<file path="src/rtl/microstep_defines.vh">
// Constants for the microstep translator, PWM regulator and bridge gates.
// Assumes a 50 MHz clock; included by bare name from the design file.
`ifndef MICROSTEP_DEFINES_VH
`define MICROSTEP_DEFINES_VH

// ****************************************
// Timing
// ****************************************
`define CLK_MHZ        50
`define DEAD_TIME_NS   200
`define DEAD_CYC       ((`DEAD_TIME_NS * `CLK_MHZ + 999) / 1000)
`define PWM_TICK_NS    320
`define PWM_TICK_CYC   ((`PWM_TICK_NS * `CLK_MHZ) / 1000)
`define PWM_STEPS      128

// ****************************************
// Register map and fields
// ****************************************
`define ADDR_CTRL      3'h0
`define ADDR_STAT      3'h1
`define ADDR_COILX     3'h2
`define ADDR_COILY     3'h3
`define CTRL_EN        0
`define CTRL_SLOPE     1
`define CTRL_MODE      3
`define CTRL_SENSE     6
`define CTRL_POL       7
`define CTRL_DBL       8
`define CTRL_JIT       9
`define CTRL_RST       10'h000

// ****************************************
// Translator and jitter seed
// ****************************************
`define MODE_HALF      3'h5
`define MODE_FULL      3'h6
`define FULL_START     7'h70
`define POS_RST        7'h00
`define MODE_RST       3'h0
`define LFSR_SEED      8'h01

`endif

</file>
<file path="src/rtl/microstep_translator_pwm.v">
// Step translator, PWM current regulator and H-bridge gate logic.
// Assumes pins and comparator/sense inputs are asynchronous to clk.
//
// Added by the designer: the plain strobed port and the register addresses.
`timescale 1ns/1ns
`default_nettype none
`include "microstep_defines.vh"

module microstep_translator_pwm
#(
  parameter DEAD_CYC  = `DEAD_CYC,
  parameter TICK_CYC  = `PWM_TICK_CYC,
  parameter PWM_STEPS = `PWM_STEPS
)
(
  input  wire        clk,
  input  wire        rst,
  input  wire [2:0]  addr,
  input  wire [15:0] wdata,
  input  wire        wr_en,
  input  wire        rd_en,
  output reg  [15:0] rdata_q,
  input  wire        step_pulse_pin,
  input  wire        dir_pin,
  input  wire [1:0]  cur_above,
  input  wire [7:0]  desat_sense,
  input  wire [7:0]  rev_sense,
  output reg  [7:0]  gate_q,
  output wire        bridge_en_q,
  output wire        limit_en_q,
  output wire [1:0]  slope_trim_q,
  output reg  [10:0] coil_x_q,
  output reg  [10:0] coil_y_q,
  output reg  [7:0]  fault_q
);

  // ****************************************
  // Local states and widths
  // ****************************************
  localparam ST_OFF  = 2'h0;
  localparam ST_FWD  = 2'h1;
  localparam ST_SLOW = 2'h2;
  localparam ST_FAST = 2'h3;
  localparam SW      = 20;

  reg  [9:0]    ctrl_q;
  reg  [SW-1:0] s1_q;
  reg  [SW-1:0] s2_q;
  reg  [SW-1:0] s3_q;
  reg  [SW-1:0] flt_q;
  reg           step_prev_q;
  reg  [6:0]    pos_q;
  reg  [6:0]    pos_d;
  reg  [2:0]    mode_seen_q;
  reg  [10:0]   cx_d;
  reg  [10:0]   cy_d;
  reg  [7:0]    tick_cnt_q;
  reg  [7:0]    per_cnt_q;
  reg  [7:0]    lfsr_q;
  reg  [3:0]    st_q;
  reg  [3:0]    st_d;
  reg  [1:0]    fast_q;
  reg  [1:0]    fast_d;
  reg  [7:0]    want;
  reg  [7:0]    dead_q [0:3];
  integer       c;
  integer       h;
  integer       g;

  wire [SW-1:0] flt_d;
  wire [2:0]    mode;
  wire          step_now;
  wire          step_evt;
  wire          dir_up;
  wire          tick;
  wire          per_start;
  wire [7:0]    plen;
  wire          ctrl_wr;
  wire [1:0]    above;
  wire [7:0]    desat;
  wire [7:0]    rev;

  // ****************************************
  // Functions
  // ****************************************
  // Quarter sine in tenths of a percent, index 0..32
  function [9:0] mag;
    input [5:0] i;
    begin
      case (i)
        6'h00: mag = 10'h000;
        6'h01: mag = 10'h023;
        6'h02: mag = 10'h051;
        6'h03: mag = 10'h07f;
        6'h04: mag = 10'h0ae;
        6'h05: mag = 10'h0dd;
        6'h06: mag = 10'h10b;
        6'h07: mag = 10'h13a;
        6'h08: mag = 10'h15d;
        6'h09: mag = 10'h17f;
        6'h0a: mag = 10'h1ae;
        6'h0b: mag = 10'h1d1;
        6'h0c: mag = 10'h1f4;
        6'h0d: mag = 10'h222;
        6'h0e: mag = 10'h245;
        6'h0f: mag = 10'h268;
        6'h10: mag = 10'h28b;
        6'h11: mag = 10'h2ae;
        6'h12: mag = 10'h2d1;
        6'h13: mag = 10'h2f3;
        6'h14: mag = 10'h316;
        6'h15: mag = 10'h33a;
        6'h16: mag = 10'h351;
        6'h17: mag = 10'h368;
        6'h18: mag = 10'h37f;
        6'h19: mag = 10'h396;
        6'h1a: mag = 10'h3a2;
        6'h1b: mag = 10'h3ad;
        6'h1c: mag = 10'h3b9;
        6'h1d: mag = 10'h3c5;
        6'h1e: mag = 10'h3d1;
        6'h1f: mag = 10'h3dc;
        default: mag = 10'h3e8;
      endcase
    end
  endfunction

  // Signed setpoint for a table position; coil y uses position + 32
  function [10:0] setpt;
    input [6:0] p;
    input [2:0] m;
    reg   [5:0] i;
    reg   [9:0] a;
    begin
      i = p[5] ? (6'h20 - {1'b0, p[4:0]}) : {1'b0, p[4:0]};
      a = mag(i);
      if ((m == `MODE_HALF || m == `MODE_FULL) && a != 10'h000)
        a = 10'h3e8;
      setpt = p[6] ? (11'h000 - {1'b0, a}) : {1'b0, a};
    end
  endfunction

  // Position stride of each mode
  function [6:0] step_inc;
    input [2:0] m;
    begin
      case (m)
        3'h0: step_inc = 7'h01;
        3'h1: step_inc = 7'h02;
        3'h2: step_inc = 7'h04;
        3'h3: step_inc = 7'h08;
        3'h4: step_inc = 7'h10;
        `MODE_HALF: step_inc = 7'h10;
        `MODE_FULL: step_inc = 7'h20;
        default: step_inc = 7'h01;
      endcase
    end
  endfunction

  // Magnitude of a signed setpoint
  function [10:0] absv;
    input [10:0] v;
    begin
      absv = v[10] ? (11'h000 - v) : v;
    end
  endfunction

  // Half-bridge wants {a_hi, a_lo, b_hi, b_lo} for a coil state
  function [3:0] hb_want;
    input [1:0] st;
    input       neg;
    begin
      case (st)
        ST_FWD:  hb_want = neg ? 4'h6 : 4'h9;
        ST_FAST: hb_want = neg ? 4'h9 : 4'h6;
        ST_SLOW: hb_want = 4'h5;
        default: hb_want = 4'h0;
      endcase
    end
  endfunction

  // ****************************************
  // Register bus
  // ****************************************
  assign ctrl_wr      = wr_en && (addr == `ADDR_CTRL);
  assign mode         = ctrl_q[`CTRL_MODE +: 3];
  assign bridge_en_q  = ctrl_q[`CTRL_EN];
  assign limit_en_q   = ctrl_q[`CTRL_EN];
  assign slope_trim_q = ctrl_q[`CTRL_SLOPE +: 2];

  // Control register write and one-cycle read data
  always @(posedge clk or posedge rst)
  begin
    if (rst)
    begin
      ctrl_q  <= `CTRL_RST;
      rdata_q <= 16'h0000;
    end
    else
    begin
      if (ctrl_wr)
        ctrl_q <= wdata[9:0];
      if (rd_en)
      begin
        case (addr)
          `ADDR_CTRL:  rdata_q <= {6'h00, ctrl_q};
          `ADDR_STAT:  rdata_q <= {fault_q, 1'b0, pos_q};
          `ADDR_COILX: rdata_q <= {{5{coil_x_q[10]}}, coil_x_q};
          `ADDR_COILY: rdata_q <= {{5{coil_y_q[10]}}, coil_y_q};
          default:     rdata_q <= 16'h0000;
        endcase
      end
      else
        rdata_q <= 16'h0000;
    end
  end

  // ****************************************
  // Input synchronisers
  // ****************************************
  // Three stages; a bit moves only when stages two and three agree
  always @(posedge clk or posedge rst)
  begin
    if (rst)
    begin
      s1_q  <= {SW{1'b0}};
      s2_q  <= {SW{1'b0}};
      s3_q  <= {SW{1'b0}};
      flt_q <= {SW{1'b0}};
    end
    else
    begin
      s1_q  <= {rev_sense, desat_sense, cur_above, dir_pin, step_pulse_pin};
      s2_q  <= s1_q;
      s3_q  <= s2_q;
      flt_q <= flt_d;
    end
  end

  assign flt_d = (~(s2_q ^ s3_q) & s2_q) | ((s2_q ^ s3_q) & flt_q);
  assign above = flt_q[3:2];
  assign desat = flt_q[11:4];
  assign rev   = flt_q[19:12];

  // ****************************************
  // Step translator
  // ****************************************
  assign step_now = flt_q[0];
  assign step_evt = ctrl_q[`CTRL_POL] ? (step_prev_q & ~step_now)
                                      : (~step_prev_q & step_now);
  assign dir_up   = flt_q[1] ^ ctrl_q[`CTRL_SENSE];

  // Next position: a mode change outranks a step in the same cycle
  always @*
  begin
    pos_d = pos_q;
    if (mode != mode_seen_q)
      pos_d = (mode == `MODE_FULL) ? `FULL_START : `POS_RST;
    else if (step_evt)
    begin
      // 7-bit arithmetic wraps around the table by itself
      if (dir_up)
        pos_d = pos_q + step_inc(mode);
      else
        pos_d = pos_q - step_inc(mode);
    end
    cx_d = setpt(pos_d, mode);
    cy_d = setpt(pos_d + 7'h20, mode);
  end

  // Position and setpoints share one edge so no stale pair is seen
  always @(posedge clk or posedge rst)
  begin
    if (rst)
    begin
      pos_q       <= `POS_RST;
      mode_seen_q <= `MODE_RST;
      step_prev_q <= 1'b0;
      coil_x_q    <= 11'h000;
      coil_y_q    <= 11'h3e8;
    end
    else
    begin
      pos_q       <= pos_d;
      mode_seen_q <= mode;
      step_prev_q <= step_now;
      coil_x_q    <= cx_d;
      coil_y_q    <= cy_d;
    end
  end

  // ****************************************
  // PWM clock
  // ****************************************
  // Period is purely a tick count; supply and load never enter it
  assign tick      = (tick_cnt_q == 8'h00);
  assign per_start = tick && (per_cnt_q == 8'h00);
  assign plen      = (ctrl_q[`CTRL_DBL] ? PWM_STEPS[8:1] : PWM_STEPS[7:0])
                   + (ctrl_q[`CTRL_JIT] ? {6'h00, lfsr_q[1:0]} : 8'h00);

  // Tick prescaler, period counter and jitter source
  always @(posedge clk or posedge rst)
  begin
    if (rst)
    begin
      tick_cnt_q <= 8'h00;
      per_cnt_q  <= 8'h00;
      lfsr_q     <= `LFSR_SEED;
    end
    else
    begin
      if (tick_cnt_q >= TICK_CYC[7:0] - 8'h01)
        tick_cnt_q <= 8'h00;
      else
        tick_cnt_q <= tick_cnt_q + 8'h01;
      if (tick)
      begin
        if (per_cnt_q >= plen - 8'h01)
        begin
          per_cnt_q <= 8'h00;
          lfsr_q    <= {lfsr_q[6:0],
                        lfsr_q[7] ^ lfsr_q[5] ^ lfsr_q[4] ^ lfsr_q[3]};
        end
        else
          per_cnt_q <= per_cnt_q + 8'h01;
      end
    end
  end

  // ****************************************
  // Current regulator
  // ****************************************
  // Per coil decay state; moves on a PWM tick, or to off in any cycle with enable low
  always @*
  begin
    st_d   = st_q;
    fast_d = fast_q;
    for (c = 0; c < 2; c = c + 1)
    begin
      // A drop in requested magnitude arms fast decay; the clear on leaving fast decay wins
      if (c == 0 && absv(cx_d) < absv(coil_x_q))
        fast_d[c] = 1'b1;
      if (c == 1 && absv(cy_d) < absv(coil_y_q))
        fast_d[c] = 1'b1;
      if (!ctrl_q[`CTRL_EN])
        st_d[2*c +: 2] = ST_OFF;
      else if (tick)
      begin
        case (st_q[2*c +: 2])
          ST_OFF:
            if (per_start)
              st_d[2*c +: 2] = ST_FWD;
          ST_FWD:
            // No time cap, so a weak supply gets a long duty
            if (above[c])
              st_d[2*c +: 2] = ST_SLOW;
          ST_SLOW:
            if (per_start && !above[c])
              st_d[2*c +: 2] = ST_FWD;
          ST_FAST:
            if (!above[c])
            begin
              st_d[2*c +: 2] = ST_FWD;
              fast_d[c] = 1'b0;
            end
          default:
            st_d[2*c +: 2] = ST_OFF;
        endcase
        if (fast_d[c] && st_d[2*c +: 2] != ST_OFF
            && st_q[2*c +: 2] != ST_FAST)
          st_d[2*c +: 2] = ST_FAST;
      end
    end
  end

  // Regulator state registers
  always @(posedge clk or posedge rst)
  begin
    if (rst)
    begin
      st_q   <= {ST_OFF, ST_OFF};
      fast_q <= 2'h0;
    end
    else
    begin
      st_q   <= st_d;
      fast_q <= fast_d;
    end
  end

  // ****************************************
  // Bridge gates
  // ****************************************
  // Wanted gate per switch: bit 2h+1 high side, bit 2h low side
  always @*
  begin
    want = {hb_want(st_q[3:2], coil_y_q[10]),
            hb_want(st_q[1:0], coil_x_q[10])};
    for (h = 0; h < 4; h = h + 1)
    begin
      // Active diode only where its partner is not wanted
      if (rev[2*h+1] && !want[2*h])
        want[2*h+1] = 1'b1;
      if (rev[2*h] && !want[2*h+1])
        want[2*h] = 1'b1;
    end
    want = want & ~fault_q;
    if (!ctrl_q[`CTRL_EN])
      want = 8'h00;
  end

  // Break before make: off first, then wait the dead time
  always @(posedge clk or posedge rst)
  begin
    if (rst)
    begin
      gate_q <= 8'h00;
      for (g = 0; g < 4; g = g + 1)
        dead_q[g] <= 8'h00;
    end
    else
    begin
      // Own loop index; sharing one with the wanted-gate logic races
      for (g = 0; g < 4; g = g + 1)
      begin
        if (want[2*g +: 2] == gate_q[2*g +: 2])
          dead_q[g] <= 8'h00;
        else if (gate_q[2*g +: 2] != 2'h0)
        begin
          gate_q[2*g +: 2] <= 2'h0;
          dead_q[g] <= 8'h00;
        end
        else if (dead_q[g] >= DEAD_CYC[7:0])
        begin
          gate_q[2*g +: 2] <= want[2*g +: 2];
          dead_q[g] <= 8'h00;
        end
        else
          dead_q[g] <= dead_q[g] + 8'h01;
      end
    end
  end

  // Desaturation latches per switch; cleared by writing enable low
  always @(posedge clk or posedge rst)
  begin
    if (rst)
      fault_q <= 8'h00;
    else
    begin
      if (ctrl_wr && !wdata[`CTRL_EN])
        fault_q <= desat & gate_q;
      else
        fault_q <= fault_q | (desat & gate_q);
    end
  end

endmodule // microstep_translator_pwm
`default_nettype wire

</file>
<file path="config.mk">
export PLATFORM = sky130hd
export DESIGN_NAME = microstep_translator_pwm
export DESIGN_NICKNAME = d
export VERILOG_FILES = /design/src/rtl/microstep_translator_pwm.v
export VERILOG_INCLUDE_DIRS = /design/src /design/src/rtl
export SDC_FILE = /design/constraint.sdc
export NUM_CORES = 1
export LEC_CHECK = 0
export BUFFER_PORTS_ARGS = -buffer_cell sky130_fd_sc_hd__buf_2
export CORE_ASPECT_RATIO = 0.7
export CORE_UTILIZATION = 35
export CTS_CLUSTER_DIAMETER = 100
export DETAILED_ROUTE_END_ITERATION = 7
export MAX_ROUTING_LAYER = met4
export PLACE_DENSITY_LB_ADDON = 0.1
export SYNTH_ARGS = -nofsm -noshare
export SYNTH_HDL_FRONTEND = slang
export SYNTH_SLANG_ARGS = --single-unit
export TNS_END_PERCENT = 10
</file>
<file path="constraint.sdc">
create_clock -name clk -period 10.1 [get_ports clk]
set_input_delay 2.02 -clock clk [delete_from_list [all_inputs] [get_ports clk]]
set_output_delay 2.02 -clock clk [all_outputs]
set_load 0.02 [all_outputs]
</file>
==> out/metrics.yaml, run 1 <==
final_cell_mix: "dfrtp_1 (210), nand2_1 (95), buf_2 (94)"
cts_tree: "built"
fin_setup_tns_ps: 0
die_height_um: 162
postRouteAntennaNets: 0
overflow: 0
fill_cells: 3505
reg2regPathDepth: 43
cts_sinks: 217
max_slew_margin_pct: 33.9
setup_viol: 0
combPwrFrac_pct: 50.8
sw_frac_of_total_pct: 44.4
hold_buffers: 0
root_buffer: "clkbuf_16"
met2_usage_pct: 25.9
slowest_stage: "or4_1"
antenna_found_initial: 1
ioPinCount: 101
synth.largest_area_cell: "dfrtp_1"
yosys_warnings: 0
synthFlopType: "dfrtp_1"
die_area_sq_mm: 0.0376
vdd_drop_max_uv: 108
numCtsBuffers: 22
area_delta_synth_final_pct: 14.1
synth_top_area_share_pct: 40.8
dp_cells: 1889
yosys-top-cells-area: "dfrtp_1 (41%), ha_1 (6.7%), a21oi_1 (3.1%)"
grt_usage_pct: 20.2
hold_class: "reg -> reg"
cts_setup_buffers: 0
ys_types: 100
drtIter0Drc: 972
antenna_cells: 0
p_int_mw: 2.39
grt_util_met3_pct: 3.10
path_clk_slew_ps: 70
routedWlPerCell_um: 19.1
mostFrequentLayoutCell: "dfrtp_1"
initial_core_util_pct: 35.7
layout-drive-gt1-share_pct: 14.7
run_status: "finished clean"
max_clock_freq_mhz: 111
start_kind: "flip-flop"
clkLatencyLatePin_ps: 520
h-tree-depth: 1
synthCells: 1336
hold_viol: 0
synth-async-reset-ratio_pct: 100
route.detailed.drc: 0
power-per-cell-area_mw_per_mm2: 293
cts_resized: 0
r2r_slack_ps: 1100
grt_max_degree: 138
worstPathArrival_ps: 9460
post-route-period-util_pct: 89.1
critPathKind: "reg -> reg"
layout.nets: 1546
syn_area_sq_mm: 0.0129
seq_power_share_pct: 28.1
wirelength_um: 36900
routed_via_density: 5.45
instances_no_fill: 1927
leakage_nw: 6.47
placement.io_buffers: 94
routed-via-count: 10500
core-area_sq_mm: 0.0361
grt_pass1_vias: 9696
dp_hpwl_um: 27500
period_needed_ps: 9000
clk_path_buf_depth: 3
busiest_layer: "met1"
end_kind: "flip-flop"
power.switching_mw: 1.91
synth-seq-cells: 217
skew_ps: 16.5
path_max_fanout: 12
postSynthAreaPerCell_sq_um: 9.63
rsz0062_at_grt: "no"
hold_depth: 0
seq_area_frac_synth_pct: 42.3
die_x_um: 231
worst_slew_pin_slew_ps: 992
synth_edf_count: 0
fp-row-count: 58
grt_pass1_wl_um: 57600
met1_usage_pct: 33.1
pwr-share-clk_pct: 21.1
slowest_delay_ps: 560
gp_congestion: 0.882
dr.pass1.iters: 5
final_max_slew_viol_count: 0
worst_ep_required_time_ps: 10560
cap_viol_max_count: 0
cell families (layout without fill, tap and decap cells):
kind of cell             count (synthesis)  in the layout  share of synthesized area, %
adder cells (fa/ha/maj)                 90             90                          8.42
AO/OA/AOI/OAI                          383            383                          20.6
AND/OR/NAND/NOR                        422            422                          17.1
other                                    1             21                        0.0291
flip-flops                             217            217                          42.3
multiplexers                            34             34                          2.92
XOR/XNOR                                69             69                          4.69
buffers and inverters                  120            211                          4.01
cell usage after synthesis, drive strengths merged (7+ instances only):
cell / instances
dfrtp: 210
nand2: 96
nor2: 90
a21oi: 82
o21ai: 76
ha: 69
inv: 58
nand3: 45
a211oi: 43
xor2: 37
nor3: 36
clkbuf: 33
xnor2: 32
buf: 28
nand2b: 24
a31oi: 23
nor2b: 23
o31ai: 21
maj3: 20
nor4: 20
mux2: 18
a21o: 16
o211ai: 16
mux2i: 15
and2: 13
o22ai: 13
nor3b: 12
and3: 10
nand3b: 9
a22o: 8
nand4: 8
or3: 8
or4: 8
a211o: 7
dfstp: 7
final timing paths:
kind	start	to
setup / recovery	flip-flop	st_q[2]
hold / removal	s1_q[3]	s2_q[3]
setup reg to reg	flip-flop	st_q[2]
hold reg to reg	s1_q[3]	s2_q[3]
max in group asynchronous	rst	coil_x_q[6]
min in group asynchronous	rst	rdata_q[10]
power groups by stage:
stage,Sequential (mW),Clock [mW],Combinational [mW]
after floorplan,1.21,0,1.57
after global placement,1.23,0,2.15
after detailed placement,1.23,0,2.16
after CTS,1.21,0.936,2.17
after global routing,1.23,0.963,2.45
final,1.21,0.908,2.19
state kept, by name, indices dropped and copies added, names as in the netlist, 4 cells and up, named ones only:
register,flops
lfsr_q,8
s2_q,20
pos_q,7
fault_q,8
coil_y_q,11
st_q,4
s3_q,20
per_cnt_q,8
gate_q,8
dead_q,32
rdata_q,16
coil_x_q,11
s1_q,20
ctrl_q,10
tick_cnt_q,8
through the flow:
stage                     hold WS [ps]  worst slack (ps)  total power, mW  instance area (sq um)  utilization [%]
final                              337              1100             4.31                  14700             40.7
after CTS                          345              1110             4.32                  14700             40.7
after detailed placement           335              1160             3.38                  13900             38.5
after global placement             331              1220             3.38                  13900             38.5
after global routing               339               108             4.65                  14700             40.7
after floorplan                    331              1930             2.78                  12900                -
worst max-delay path: cells and delay by family (launching register included):
| kind | cells | cell delay (ps) |
|---|---|---|
| DFF | 1 | 430 |
| AOI/OAI and AO/OA | 17 | 2950 |
| adders and majority gates | 5 | 1740 |
| and+or+nand+nor | 14 | 2190 |
| xor gates and xnor gates | 3 | 1070 |
| buffers and inverters | 4 | 580 |
per-layer routing:
| layer | vias up | share of wire [%] |
|---|---|---|
| met5 | - | 0 |
| met4 | 0 | 1.0 |
| met3 | 31 | 5.2 |
| met2 | 248 | 39 |
| met1 | 5131 | 55 |
| li1 | 5083 | - |
final cells by class:
class | count | area [sq um] | area share [%]
clock buffers | 30 | 652 | 4.44
clock inverters | 8 | 149 | 1.01
inverters | 59 | 229 | 1.56
multi-input cells | 1019 | 7000 | 47.6
flip-flops and latches | 217 | 5440 | 37.0
well taps | 480 | 601 | 4.09
repair buffers | 114 | 621 | 4.23
No activity file was read; power rests on OpenSTA's default activity.
==> inputs of run 2 (changes only) <==
--- a/config.mk
+++ b/config.mk
@@ -8,7 +8,7 @@
 export LEC_CHECK = 0
 export BUFFER_PORTS_ARGS = -buffer_cell sky130_fd_sc_hd__buf_2
 export CORE_ASPECT_RATIO = 0.7
-export CORE_UTILIZATION = 35
+export CORE_UTILIZATION = 55
 export CTS_CLUSTER_DIAMETER = 100
 export DETAILED_ROUTE_END_ITERATION = 7
 export MAX_ROUTING_LAYER = met4
==> run 2 against run 1 <==
Sequential share of layout area grew 1.2 points. Fmax down 3.0%. Routed wire length decreased by 10%. Utilization grew 22 points. First-iteration DRC count is 11% higher. Worst hold slack better by 12 ps. Register-to-register slack got worse by 280 ps. Sequential power about the same. Count of clock-buffer cells in the layout is 1 lower. Combinational power decreased by 2%.
==> out/metrics.yaml, run 2 (same netlist as run 1, synthesis figures left out) <==
path_max_fanout: 12  # unchanged
post-route-worst-setup-slack_ps: 822  # -278 ps
max_clock_freq_mhz: 108  # -3.0%
routed_via_density: 6.10  # +12%
start_kind: "flip-flop"
slowest_delay_ps: 550  # about the same
routed-via-count: 10700  # +1.8%
core-area_sq_mm: 0.0228  # -37%
cts_setup_buffers: 0  # unchanged
top_layer: "met4"
run_status: "finished clean"
antenna_cells: 0  # unchanged
initial_core_util_pct: 56.5  # +21 points
skew_ps: 24.0  # +7.47 ps
layout.nets: 1537  # -0.58%
grt_usage_pct: 28.5  # +8.2 points
dp_hpwl_um: 24200  # -12%
clk_path_buf_depth: 3  # unchanged
slowest_stage: "or4_1"
cts_sinks: 217  # unchanged
wl_met2_um: 13000  # -10%
seq_power_share_pct: 29.4  # +1.3 points
postRouteAntennaNets: 0  # unchanged
power.switching_mw: 1.86  # -2.9%
fin_setup_tns_ps: 0  # unchanged
cts_tree: "built"
hold_viol: 0  # unchanged
max_slew_margin_pct: 31.0  # -2.9 points
grt_max_degree: 132  # -4.3%
vdd_drop_max_uv: 212  # +96%
root_buffer: "clkbuf_16"
hold_class: "reg -> reg"
p_int_mw: 2.22  # -7.1%
largest_reg_flops: 32  # unchanged
placement.io_buffers: 94  # unchanged
die_area_sq_mm: 0.0240  # -36%
grt_pass1_wl_um: 52100  # -9.7%
final_max_slew_viol_count: 0  # unchanged
post-route-period-util_pct: 91.9  # +2.8 points
grt_pass1_vias: 9509  # -1.9%
worst_ep_required_time_ps: 10530  # -30 ps
overflow: 0  # unchanged
drtIter0Drc: 1078  # +11%
leakage_nw: 6.35  # -1.8%
area_delta_synth_final_pct: 10.7
sw_frac_of_total_pct: 45.5  # +1.1 points
routedWlPerCell_um: 18.9  # -1.4%
h-tree-depth: 1  # unchanged
path_clk_slew_ps: 60  # about the same
critPathKind: "reg -> reg"
rsz0062_at_grt: "no"
layout-drive-gt1-share_pct: 13.8  # -0.82 points
setup_viol: 0  # unchanged
preCtsSetupSlack_ps: 1090  # -71.6 ps
fp-row-count: 46  # -21%
gp_congestion: 0.947  # +7.4%
period_needed_ps: 9280  # +278 ps
wirelength_um: 33000  # -10%
dr.pass1.iters: 5  # unchanged
top_register: "dead_q"
hold_depth: 0  # unchanged
reg2regPathDepth: 44  # +2.3%
final_cell_mix: "dfrtp_1 (210), nand2_1 (95), buf_2 (94)"
pwr-share-clk_pct: 17.9  # -3.2 points
die_x_um: 185  # -20%
worstPathArrival_ps: 9700  # +240 ps
worst_slew_pin_slew_ps: 1040  # +43.6 ps
combPwrFrac_pct: 52.6  # +1.8 points
cts_resized: 0  # unchanged
end_kind: "flip-flop"
power_mw: 4.08  # -5.2%
hold_buffers: 0  # unchanged
die_height_um: 130  # -20%
routed-wl-met3_um: 2280  # +19%
clkLatencyLatePin_ps: 510  # about the same
power-per-cell-area_mw_per_mm2: 287  # -2.3%
met1Wirelength_um: 17400  # -14%
numCtsBuffers: 21  # -4.5%
antenna_found_initial: 0  # -1
mostFrequentLayoutCell: "dfrtp_1"
ioPinCount: 101  # unchanged
cap_viol_max_count: 0  # unchanged
route.detailed.drc: 0  # unchanged
run 2: critical path, delay by kind of cell (launching register included):
family / cells / cell delay, ps
adder cells (fa/ha/maj): 5 / 1780
AO/OA/AOI/OAI: 20 / 3790
buffers and inverters: 4 / 580
flip-flops: 1 / 450
AND/OR/NAND/NOR: 13 / 1910
XOR/XNOR: 2 / 680
run 2: path summary, 6_finish.rpt:
kind                       startpoint        to  slack (ps)
min in group asynchronous         rst  s3_q[15]        1700
max in group asynchronous         rst  s1_q[18]        6780
max                         ctrl_q[6]   st_q[2]         820
max reg2reg                 ctrl_q[6]   st_q[2]         820
min reg2reg                  s1_q[17]  s2_q[17]         350
min                          s1_q[17]  s2_q[17]         350
run 2: layout make-up:
type                    instances  area, sq um
repair buffers                106          561
well taps                     312          390
inverters                      59          229
clock inverters                 9         62.6
flip-flops and latches        217         5440
clock buffers                  29          566
fillers                      2014         8550
multi-input cells            1019         7000
run 2: power by group through the flow:
stage	clock network, mW	registers (mW)	logic, mW
after floorplan	0	1.21	1.57
after global placement	0	1.21	2.07
after detailed placement	0	1.21	2.10
after CTS	0.745	1.20	2.12
after global routing	0.780	1.22	2.41
final	0.732	1.20	2.15
run 2: stage by stage:
| step | utilization, % | hold WS, ps | std cells | cell area (sq um) |
|---|---|---|---|---|
| CTS | 62.5 | 349 | 1751 | 14200 |
| global placement | 59.7 | 331 | 1713 | 13600 |
| global route | 62.5 | 359 | 1751 | 14200 |
| finish | 62.5 | 349 | 1751 | 14200 |
| detailed placement | 59.7 | 336 | 1713 | 13600 |
| floorplan | - | 331 | 1356 | 12900 |
run 2: metal layers:
| metal | global-route usage [%] | up-vias |
|---|---|---|
| met5 | - | - |
| met4 | 3.94 | 0 |
| met3 | 3.91 | 26 |
| met2 | 36.8 | 369 |
| met1 | 46.7 | 5208 |
| li1 | - | 5081 |
